## config.mk

```make
export PLATFORM = sky130hd
export DESIGN_NAME = arc_ctrl
export DESIGN_NICKNAME = d
export VERILOG_FILES = /design/src/include/arc_pkg.sv /design/src/verilog/arc_ctrl.sv /design/src/verilog/arc_sar.sv
export VERILOG_INCLUDE_DIRS = /design/src /design/src/include
export SDC_FILE = /design/constraint.sdc
export NUM_CORES = 1
export LEC_CHECK = 0
export BUFFER_PORTS_ARGS = -buffer_cell sky130_fd_sc_hd__clkbuf_2
export CAP_MARGIN = 20
export CELL_PAD_IN_SITES_DETAIL_PLACEMENT = 1
export CELL_PAD_IN_SITES_GLOBAL_PLACEMENT = 1
export CORE_MARGIN = 4
export CORE_UTILIZATION = 44
export DETAILED_ROUTE_END_ITERATION = 7
export GPL_TIMING_DRIVEN = 0
export PLACE_DENSITY = 0.84
export SYNTH_ARGS = -nofsm -noshare
export SYNTH_HDL_FRONTEND = slang
export SYNTH_SLANG_ARGS = --single-unit
```

## constraint.sdc

```tcl
create_clock -name clk -period 7.7 [get_ports clk]
set_input_delay 1.925 -clock clk [delete_from_list [all_inputs] [get_ports clk]]
set_output_delay 1.925 -clock clk [all_outputs]
set_load 0.005 [all_outputs]
```

## src/include/arc_params.svh

```systemverilog
// Purpose: Constants for the converter result and flag control block
// Assumes: 25 MHz clock
// Notes: Bit positions of the mode register and timing counts
`ifndef ARC_PARAMS_SVH
`define ARC_PARAMS_SVH
`define ARC_RES_W 10
`define ARC_MODE_START_BIT 7
`define ARC_MODE_ENABLE_BIT 0
`define ARC_CLK_MHZ 25
`define ARC_SETTLE_US 1
`define ARC_SETTLE_CYC (`ARC_SETTLE_US * `ARC_CLK_MHZ)
`define ARC_SAMPLE_CYC 4
`define ARC_RESULT_RST 16'h0000
`define ARC_BYTE_RST 8'h00
`define ARC_MODE_RST 8'h00
`define ARC_CHAN_RST 8'h00
`define ARC_PCFG_LO_RST 8'h00
`define ARC_PCFG_HI_RST 8'h07
`endif

```

## src/include/arc_pkg.sv

```systemverilog
// Purpose: Types for the converter result and flag control block
// Assumes: Nothing
// Notes: Sequencer states only
package arc_pkg;
    typedef enum logic [1:0] {
        ARC_IDLE = 2'b00,
        ARC_SAMPLE = 2'b01,
        ARC_CONVERT = 2'b10
    } arc_state_t;
endpackage

```

## src/verilog/arc_ctrl.sv

```systemverilog
// Purpose: Result latching, end flag and register-write conflicts of the converter
// Assumes: Software accesses arrive as one-cycle strobes synchronous to clk
// Notes: Analog front end is outside; comparator answer is an input
`timescale 1ns/1ps
`default_nettype none
`include "arc_params.svh"
// Notes on behaviour
// - A result read in the completion cycle returns old data; new result stored next.
// - Mode, channel or port write at completion drops the result and interrupt.
// - Channel-select rewrite never clears the end flag.
// - Flag seen just after a channel rewrite may belong to the old channel.
// - Start within 1 us of enable, or with enable clear, gives a suspect result.
// - Register writes may spoil results; software reads results first.
// - Result code is 10 bits, one step per 1/1024 full scale.
// - Conversion time includes the sampling interval.
// - Channel rewrite during conversion aborts and restarts on new channel.
// - Clearing the start bit stops conversion at once; last result kept.
// - With start bit set, next conversion begins right after each completes.
// - Reset clears result word and both byte views to zero.
module arc_ctrl #(
    parameter int RES_W = `ARC_RES_W,
    parameter int SAMPLE_CYC = `ARC_SAMPLE_CYC,
    parameter int SETTLE_CYC = `ARC_SETTLE_CYC
) (
    input wire logic clk,
    input wire logic rstn,
    input wire logic clk_en,
    input wire logic mode_wr,
    input wire logic [7:0] mode_wdata,
    input wire logic chan_wr,
    input wire logic [7:0] chan_wdata,
    input wire logic pcfg_lo_wr,
    input wire logic [7:0] pcfg_lo_wdata,
    input wire logic pcfg_hi_wr,
    input wire logic [7:0] pcfg_hi_wdata,
    input wire logic result_rd,
    input wire logic flag_clr,
    input wire logic cmp_ge,
    output logic [RES_W-1:0] dac_code,
    output logic sample_on,
    output logic [7:0] converter_mode_reg,
    output logic [7:0] channel_select_reg,
    output logic [7:0] port_analog_config_lo,
    output logic [7:0] port_analog_config_hi,
    output logic [15:0] result_word,
    output logic [7:0] result_low_byte,
    output logic [7:0] result_high_byte,
    output logic conversion_end_irq,
    output logic conversion_end_flag,
    output logic first_result_suspect
);
    logic rst_s1_q, rst_n_q;
    always_ff @(posedge clk or negedge rstn) begin
        if (!rstn) begin
            rst_s1_q <= 1'b0;
            rst_n_q <= 1'b0;
        end else begin
            rst_s1_q <= 1'b1;
            rst_n_q <= rst_s1_q;
        end
    end

    localparam int SMP_W = $clog2(SAMPLE_CYC + 1);
    localparam int SET_W = $clog2(SETTLE_CYC + 1);

    arc_pkg::arc_state_t st_q, st_d;
    logic [SMP_W-1:0] smp_q, smp_d;
    logic [SET_W-1:0] settle_q, settle_d;
    logic [7:0] mode_q, mode_d, chan_q, chan_d, plo_q, plo_d, phi_q, phi_d;
    logic [15:0] res_q, res_d;
    logic [RES_W-1:0] pend_q, pend_d;
    logic pend_v_q, pend_v_d;
    logic flag_q, flag_d, irq_q, irq_d;
    logic susp_q, susp_d, first_q, first_d;
    logic sar_go, sar_abort, sar_done;
    logic [RES_W-1:0] sar_res;
    logic cfg_wr, start_bit, en_bit, start_req;

    assign start_bit = mode_q[`ARC_MODE_START_BIT];
    assign en_bit = mode_q[`ARC_MODE_ENABLE_BIT];
    assign cfg_wr = mode_wr | chan_wr | pcfg_lo_wr | pcfg_hi_wr;
    assign start_req = mode_wr && mode_wdata[`ARC_MODE_START_BIT] && !start_bit;

    arc_sar #(
        .RES_W(RES_W)
    ) u_sar (
        .clk(clk),
        .rst_n(rst_n_q),
        .ce(clk_en),
        .go(sar_go),
        .abort(sar_abort),
        .cmp_ge(cmp_ge),
        .trial(dac_code),
        .done(sar_done),
        .result(sar_res)
    );

    assign sample_on = (st_q == arc_pkg::ARC_SAMPLE);
    assign converter_mode_reg = mode_q;
    assign channel_select_reg = chan_q;
    assign port_analog_config_lo = plo_q;
    assign port_analog_config_hi = phi_q;
    assign result_word = res_q;
    // Byte views decode from the one stored word so they never disagree
    assign result_low_byte = res_q[7:0];
    assign result_high_byte = res_q[15:8];
    assign conversion_end_flag = flag_q;
    assign conversion_end_irq = irq_q;
    assign first_result_suspect = susp_q;

    always_comb begin
        st_d = st_q;
        smp_d = smp_q;
        settle_d = settle_q;
        mode_d = mode_wr ? mode_wdata : mode_q;
        chan_d = chan_wr ? chan_wdata : chan_q;
        plo_d = pcfg_lo_wr ? pcfg_lo_wdata : plo_q;
        phi_d = pcfg_hi_wr ? pcfg_hi_wdata : phi_q;
        res_d = res_q;
        pend_d = pend_q;
        pend_v_d = 1'b0;
        flag_d = flag_q;
        irq_d = 1'b0;
        susp_d = susp_q;
        first_d = first_q;
        sar_go = 1'b0;
        sar_abort = 1'b0;
        if (mode_wr && mode_wdata[`ARC_MODE_ENABLE_BIT] && !en_bit) begin
            settle_d = SET_W'(SETTLE_CYC);
        end else if (settle_q != '0) begin
            settle_d = settle_q - SET_W'(1);
        end
        if (!mode_d[`ARC_MODE_ENABLE_BIT]) begin
            settle_d = '0;
        end
        if (start_req) begin
            first_d = !en_bit || (settle_q != '0) || !mode_wdata[`ARC_MODE_ENABLE_BIT];
        end
        if (pend_v_q) begin
            res_d = {pend_q, {(16-RES_W){1'b0}}};
        end
        if (flag_clr) begin
            flag_d = 1'b0;
        end
        // stop at once on start clear
        if (mode_wr && !mode_wdata[`ARC_MODE_START_BIT]) begin
            st_d = arc_pkg::ARC_IDLE;
            sar_abort = 1'b1;
        end else if (start_req || (chan_wr && start_bit)) begin
            st_d = arc_pkg::ARC_SAMPLE;
            smp_d = SMP_W'(SAMPLE_CYC);
            sar_abort = 1'b1;
        end else begin
            case (st_q)
                arc_pkg::ARC_IDLE: begin
                    st_d = arc_pkg::ARC_IDLE;
                end
                arc_pkg::ARC_SAMPLE: begin
                    if (smp_q <= SMP_W'(1)) begin
                        st_d = arc_pkg::ARC_CONVERT;
                        sar_go = 1'b1;
                    end else begin
                        smp_d = smp_q - SMP_W'(1);
                    end
                end
                arc_pkg::ARC_CONVERT: begin
                    if (sar_done) begin
                        st_d = arc_pkg::ARC_SAMPLE;
                        smp_d = SMP_W'(SAMPLE_CYC);
                        if (!cfg_wr) begin
                            flag_d = 1'b1;
                            irq_d = 1'b1;
                            susp_d = first_q;
                            first_d = 1'b0;
                            if (result_rd) begin
                                pend_d = sar_res;
                                pend_v_d = 1'b1;
                            end else begin
                                res_d = {sar_res, {(16-RES_W){1'b0}}};
                            end
                        end
                    end
                end
                default: begin
                    st_d = arc_pkg::ARC_IDLE;
                end
            endcase
        end
    end

    always_ff @(posedge clk or negedge rst_n_q) begin
        if (!rst_n_q) begin
            st_q <= arc_pkg::ARC_IDLE;
            smp_q <= '0;
            settle_q <= '0;
            mode_q <= `ARC_MODE_RST;
            chan_q <= `ARC_CHAN_RST;
            plo_q <= `ARC_PCFG_LO_RST;
            phi_q <= `ARC_PCFG_HI_RST;
            res_q <= `ARC_RESULT_RST;
            pend_q <= '0;
            pend_v_q <= 1'b0;
            flag_q <= 1'b0;
            irq_q <= 1'b0;
            susp_q <= 1'b0;
            first_q <= 1'b0;
        end else if (clk_en) begin
            st_q <= st_d;
            smp_q <= smp_d;
            settle_q <= settle_d;
            mode_q <= mode_d;
            chan_q <= chan_d;
            plo_q <= plo_d;
            phi_q <= phi_d;
            res_q <= res_d;
            pend_q <= pend_d;
            pend_v_q <= pend_v_d;
            flag_q <= flag_d;
            irq_q <= irq_d;
            susp_q <= susp_d;
            first_q <= first_d;
        end
    end
endmodule
`default_nettype wire

```

## src/verilog/arc_sar.sv

```systemverilog
// Purpose: Successive-approximation bit sequencer
// Assumes: Comparator answer valid in the cycle of each trial
// Notes: Abort clears the trial at once
`timescale 1ns/1ps
`default_nettype none
module arc_sar #(
    parameter int RES_W = 10
) (
    input wire logic clk,
    input wire logic rst_n,
    input wire logic ce,
    input wire logic go,
    input wire logic abort,
    input wire logic cmp_ge,
    output logic [RES_W-1:0] trial,
    output logic done,
    output logic [RES_W-1:0] result
);
    logic [RES_W-1:0] sar_q, sar_d;
    logic [RES_W-1:0] bit_q, bit_d;
    logic busy_q, busy_d;

    assign trial = sar_q | bit_q;
    assign result = cmp_ge ? trial : sar_q;
    assign done = busy_q && bit_q[0];

    always_comb begin
        sar_d = sar_q;
        bit_d = bit_q;
        busy_d = busy_q;
        if (abort) begin
            busy_d = 1'b0;
            bit_d = '0;
            sar_d = '0;
        end else if (go) begin
            busy_d = 1'b1;
            sar_d = '0;
            bit_d = {1'b1, {(RES_W-1){1'b0}}};
        end else if (busy_q) begin
            // Keep bit when input is at or above the trial level
            if (cmp_ge) begin
                sar_d = trial;
            end
            bit_d = bit_q >> 1;
            if (bit_q[0]) begin
                busy_d = 1'b0;
            end
        end
    end

    always_ff @(posedge clk or negedge rst_n) begin
        if (!rst_n) begin
            sar_q <= '0;
            bit_q <= '0;
            busy_q <= 1'b0;
        end else if (ce) begin
            sar_q <= sar_d;
            bit_q <= bit_d;
            busy_q <= busy_d;
        end
    end
endmodule
`default_nettype wire
```

# ---- After elaboration in Yosys (flattened, before gate mapping)
# Index checks and enable logic that the tools add are counted.
dict set report totals {
  reg_bits 96
  n_memories 0
  latchBits 0
  input_bits 42
  out_inout_bits 78
  mem_bits_rw 0
  rom_bits 0
}
dict set report op_classes {
  magnitude_cmp 1
  reduce_logical 27
  div_mod_pow 0
  n_eq_ne 7
  n_shift 0
  mul 0
  n_addsub 2
  n_bitwise 7
  mux 60
}
# operator count
set op_table {}
lappend op_table {{16-bit two-way mux} 7}
lappend op_table {{10-bit two-way mux} 7}
lappend op_table {{1-bit two-way mux} 34}
lappend op_table {{5-bit two-way mux} 3}
lappend op_table {{2-bit AND reduction} 6}
lappend op_table {{10-bit bitwise OR} 1}
lappend op_table {{3-bit two-way mux} 3}
lappend op_table {{2-bit two-way mux} 4}
lappend op_table {{1-bit logical AND} 7}
lappend op_table {{7-bit AND reduction} 1}
lappend op_table {{3-bit inequality test, second input constant} 2}
lappend op_table {{3-bit case mux with 2 select lines} 1}
lappend op_table {{6-bit AND reduction} 1}
lappend op_table {{3-bit nonzero test} 2}
lappend op_table {{5-bit AND reduction} 1}
lappend op_table {{5-bit nonzero test} 1}
lappend op_table {{5-bit by 1-bit subtractor with 5-bit output, second input constant} 1}
lappend op_table {{1-bit logical NOT} 4}
lappend op_table {{4-bit by 1-bit inequality test with 1-bit output, second input constant} 1}
lappend op_table {{4-bit inequality test, second input constant} 1}
lappend op_table {{2-bit case mux with 2 select lines} 1}
lappend op_table {{3-bit by 1-bit <= comparator with 1-bit output, second input constant} 1}
lappend op_table {{1-bit logical OR} 3}
lappend op_table {{3-bit by 1-bit inequality test with 1-bit output, second input constant} 1}
lappend op_table {{6 further kinds} 10}

# ---- Depth between registers and ports, before layout
dict set report depth {
  ltp_word 9
  depth_mapped 7
  ltp_nobuf 6
}

# ---- Modules after synthesis
# From an unflattened synthesis, not the netlist that was laid out.
dict set report unflattened {
  cells_unflattened 336
  area_unflattened_um2 4315.4
}
# mod cells_per_inst instances area_per_inst_um2 seq_area_each_um2
set modules_own_cells {}
lappend modules_own_cells {arc_ctrl 250 1 3355.7 1880.6}
lappend modules_own_cells {arc_sar 86 1 959.7 525.5}

# ---- Worst setup path after synthesis
# No wires, ideal clock.
dict set report synth_path {
  kind {input to register}
  from {input port mode_wr}
  to {register res_q[10], in the netlist result_word[10]}
  cell_stages 4
  setup_slack_ns 4.356
  setup_time_ns 0.126
  path_buffers 1
  t_arrival_ns 3.218
  path_cell_list {or4_4 or3_1 buf_6 a221o_1}
}
dict set report synth_between {
  elab_chain_len 8
}
# element line_no
set synth_lines {}
lappend synth_lines {{from (decl)} arc_ctrl.sv:28} ;# input wire logic mode_wr,
lappend synth_lines {{1-bit bitwise OR (3 in series)} arc_ctrl.sv:81} ;# assign cfg_wr = mode_wr | chan_wr | pcfg_lo_wr | pcfg_hi_wr;
lappend synth_lines {{16-bit two-way mux} arc_ctrl.sv:170} ;# if (!cfg_wr) begin
lappend synth_lines {{16-bit two-way mux} arc_ctrl.sv:167} ;# if (sar_done) begin
lappend synth_lines {{16-bit two-way mux} arc_ctrl.sv:154} ;# case (st_q)
lappend synth_lines {{16-bit two-way mux} arc_ctrl.sv:149} ;# end else if (start_req || (chan_wr && start_bit)) begin
lappend synth_lines {{16-bit two-way mux *} arc_ctrl.sv:146} ;# if (mode_wr && !mode_wdata[`ARC_MODE_START_BIT]) begin
lappend synth_lines {{to (signal assigned)} arc_ctrl.sv:200} ;# res_q <= `ARC_RESULT_RST;
lappend synth_lines {{to (signal assigned)} arc_ctrl.sv:215} ;# res_q <= res_d;
lappend synth_lines {{to (decl)} arc_ctrl.sv:70} ;# logic [15:0] res_q, res_d;
# Every way passes the cells marked *; elsewhere a longest branch is shown, timed or not.
# A chain may end at the register's enable or synchronous reset.

# ---- Worst setup path after layout
dict set report layout_path {
  from {input port mode_wr}
  to {register res_q[12], in the netlist result_word[12]}
}
# The elaborated chain is that of the path after synthesis.

==> impl_metrics.yaml <==
layout:
  flip_flop_count_of_the_largest_register_after_layout: 16
  fin_area_sq_um: 5390
  nNetsFinal: 522
  multi_input_comb_area_sq_um: 1740
  fillerInstances: 1062
  area.sequential_sq_um: 2410
  most_frequent_standard_cell_in_the_layout_excluding_fill_and_tap_cells: "clkbuf_2"
  layout-area-overhead-vs-synth_pct: 22.9
  insertedDiodeCount: 0
  layout-drive-gt1-share_pct: 46.4
  most_frequent_cells_in_the_layout: "clkbuf_2 (117), dfrtp_1 (92), mux2_2 (34), and3_1 (20), a22o_1 (19)"
detailed_routing:
  overall_routed_net_length_um: 10900
  remaining_drc_errors: 0
  route.detailed.vias_per_inst: 5.31
  drt_pass1_iterations: 4
  via_count: 3259
  wire_per_inst_um: 17.8
  ant_nets: 0
  number_of_drc_markers_in_iteration_0: 52
timing:
  slew_violations: 0
  fmaxAchievable_mhz: 302
  clock-skew-final_ns: 0.0147
  final_period_minus_worst_setup_slack_ns: 3.31
  timing.slew.headroom_pct: 57.6
  final_min_period_over_clock_period_pct: 43.0
  worst_hold_slack_ns: 0.328
  timing.setup.tns_ns: 0
  hold_viol_final: 0
  unrepaired_setup_endpoints_after_global_routing: "false"
  tightest_slew_ns: 0.633
  finalSetupViolations: 0
clocking:
  tritoncts: "done"
  clkTransAtPathRegs_ns: 0.10
  ctsRootBufferMaster: "clkbuf_8"
  postCtsResizedCells: 0
  holdBufCountCts: 0
  clock_sink_count: 96
  htree_num_levels: 3
  num_cts_buffers: 9
  clock_path_buffers: 2
  post_cts_buffers: 0
  insertion_delay_ns: 0.37
worst_setup_path:
  crit_chain: "clkbuf_2, or4_4, nor3_2, o21ai_2, buf_2, a221o_1"
  critPathMaxFanout: 10
  maximum_cell_stage_delay_along_the_critical_path_ns: 0.57
  beginning_of_the_worst_register_to_register_path: "smp_q[0]"
  critPathArrivalTime_ns: 3.56
  worst-setup-path-type: "in2reg"
  crit_path_end_kind: "flip-flop"
  worstPathRequired_ns: 7.95
  worst_setup_path_startpoint: "mode_wr"
  critical-path-slowest-cell: "or4_4"
  startpoint_type: "input pin"
place:
  post-dp-hpwl_um: 8280
  place_area_sq_um: 5170
  place_congestion: 0.794
  io_buffer_count: 117
synth:
  mappedNetlistNets: 393
  synth_area_per_inst_sq_um: 12.6
  ys_seq_area_share_pct: 54.9
  synth-edff-count: 0
  synth_area_sq_um: 4380
  ys_seq_elements: 96
  commonest_register_cell_after_synthesis: "dfrtp_1"
  postSynth.asyncResetShare_pct: 100
  post_synth_inst_count: 347
  synthesis.yosys.warnings: 0
  synthDistinctLibCells: 56
die:
  design.die.area_sq_um: 11600
  core_sq_um: 9730
  io_pins: 120
  std_cell_rows: 36
  die_h_um: 108
  die_w_um: 108
  initial_utilization_pct: 45.0
worst_hold_path:
  hold_class: "reg2async"
grt:
  grt_pass1_vias: 3545
  number_of_antenna_violations_at_the_first_check_in_global_routing: 0
  grt_start_max_net_pins: 54
  gr-total-overflow: 0
  global_route_wire_length_before_repair_um: 18200
  groute.usage.overall_pct: 20.1
run_status:
  outcome: "complete, no violations"
power:
  vdd_ir_drop_max_mv: 0.130
  power_density_nw_per_um2: 227
  finalPower_mw: 1.22
  cellLeakagePower_nw: 2.92
job:
  timing.max_cap.violations: 0
-- where the power goes --
part	total, mW	internal [mW]	switching [mW]	leakage [nW]
Clock	0.366	0.184	0.183	0.110
Combinational	0.247	0.121	0.127	1.56
Sequential	0.610	0.558	0.0517	1.25
-- cell type report --
| cell class | count | share of cell area, % |
|---|---|---|
| Multi-Input combinational cell | 210 | 32.2 |
| Clock buffer | 9 | 2.30 |
| Timing Repair Buffer | 118 | 11.4 |
| Buffer | 31 | 3.76 |
| Clock inverter | 7 | 1.77 |
| Inverter | 10 | 0.697 |
| Sequential cell | 96 | 44.7 |
| Tap cell | 133 | 3.09 |
-- stage by stage --
step / util (%) / cells / setup slack [ns]
after floorplan: - / 347 / 4.36
after global placement: 52.8 / 597 / 3.75
after detailed placement: 53.1 / 598 / 3.98
after CTS: 55.3 / 614 / 4.39
after global routing: 55.3 / 614 / 4.30
final: 55.3 / 614 / 4.39
-- synthesized netlist by cell type, types with 3 or more instances --
cell      number  area share [%]
dfrtp_1       93              53
mux2_2        34             8.7
and3_1        20             2.9
a22o_1        19             3.8
buf_4         18             3.1
a21o_1        14             2.4
nand2_1       12             1.0
o21ai_0       11             1.3
or2_2         11             1.6
a221o_1       10             2.3
inv_1         10            0.86
mux2_4         9             3.1
clkbuf_1       7            0.60
and2_1         6            0.86
nand3_1        5            0.57
ha_1           4             1.1
nand2b_1       4            0.57
nor2_1         4            0.34
buf_2          3            0.34
dfstp_2        3             1.8
nand4_1        3            0.43
nor2b_1        3            0.43
nor3_1         3            0.34
-- layer usage --
metal	GRT usage [%]	up-vias	share of wire, %
li1	-	1503	-
met1	24.4	1626	40
met2	33.4	115	50
met3	6.12	15	8.0
met4	8.21	0	2.1
met5	0	-	0
-- logic make-up after synthesis --
logic type	after synthesis	share of synthesized area [%]
multiplexers	45	12.3
flip-flops	96	54.9
other	1	0.0856
buffers and inverters	41	5.48
AO/OA/AOI/OAI	73	13.4
AND/OR/NAND/NOR	87	12.7
adder cells (fa/ha/maj)	4	1.14
-- worst paths after layout --
path / to / slack (ns) / depth (start not counted)
min in group clk: rst_n_q / 0.38 / 0
hold / removal: settle_q[4] / 0.33 / 0
hold reg to reg: settle_q[4] / 0.33 / 0
setup reg to reg: u_sar.sar_q[9] / 5.63 / 6
setup / recovery: result_word[12] / 4.39 / 6
max in group asynchronous: rst_n_q / 6.26 / 1
-- worst max-delay path: cells and delay by family --
family | cells | cell delay (ns)
and+or+nand+nor | 2 | 0.78
buffers and inverters | 2 | 0.35
AOI/OAI and AO/OA | 2 | 0.51
Note: power is estimated with default switching activity, not from simulation.
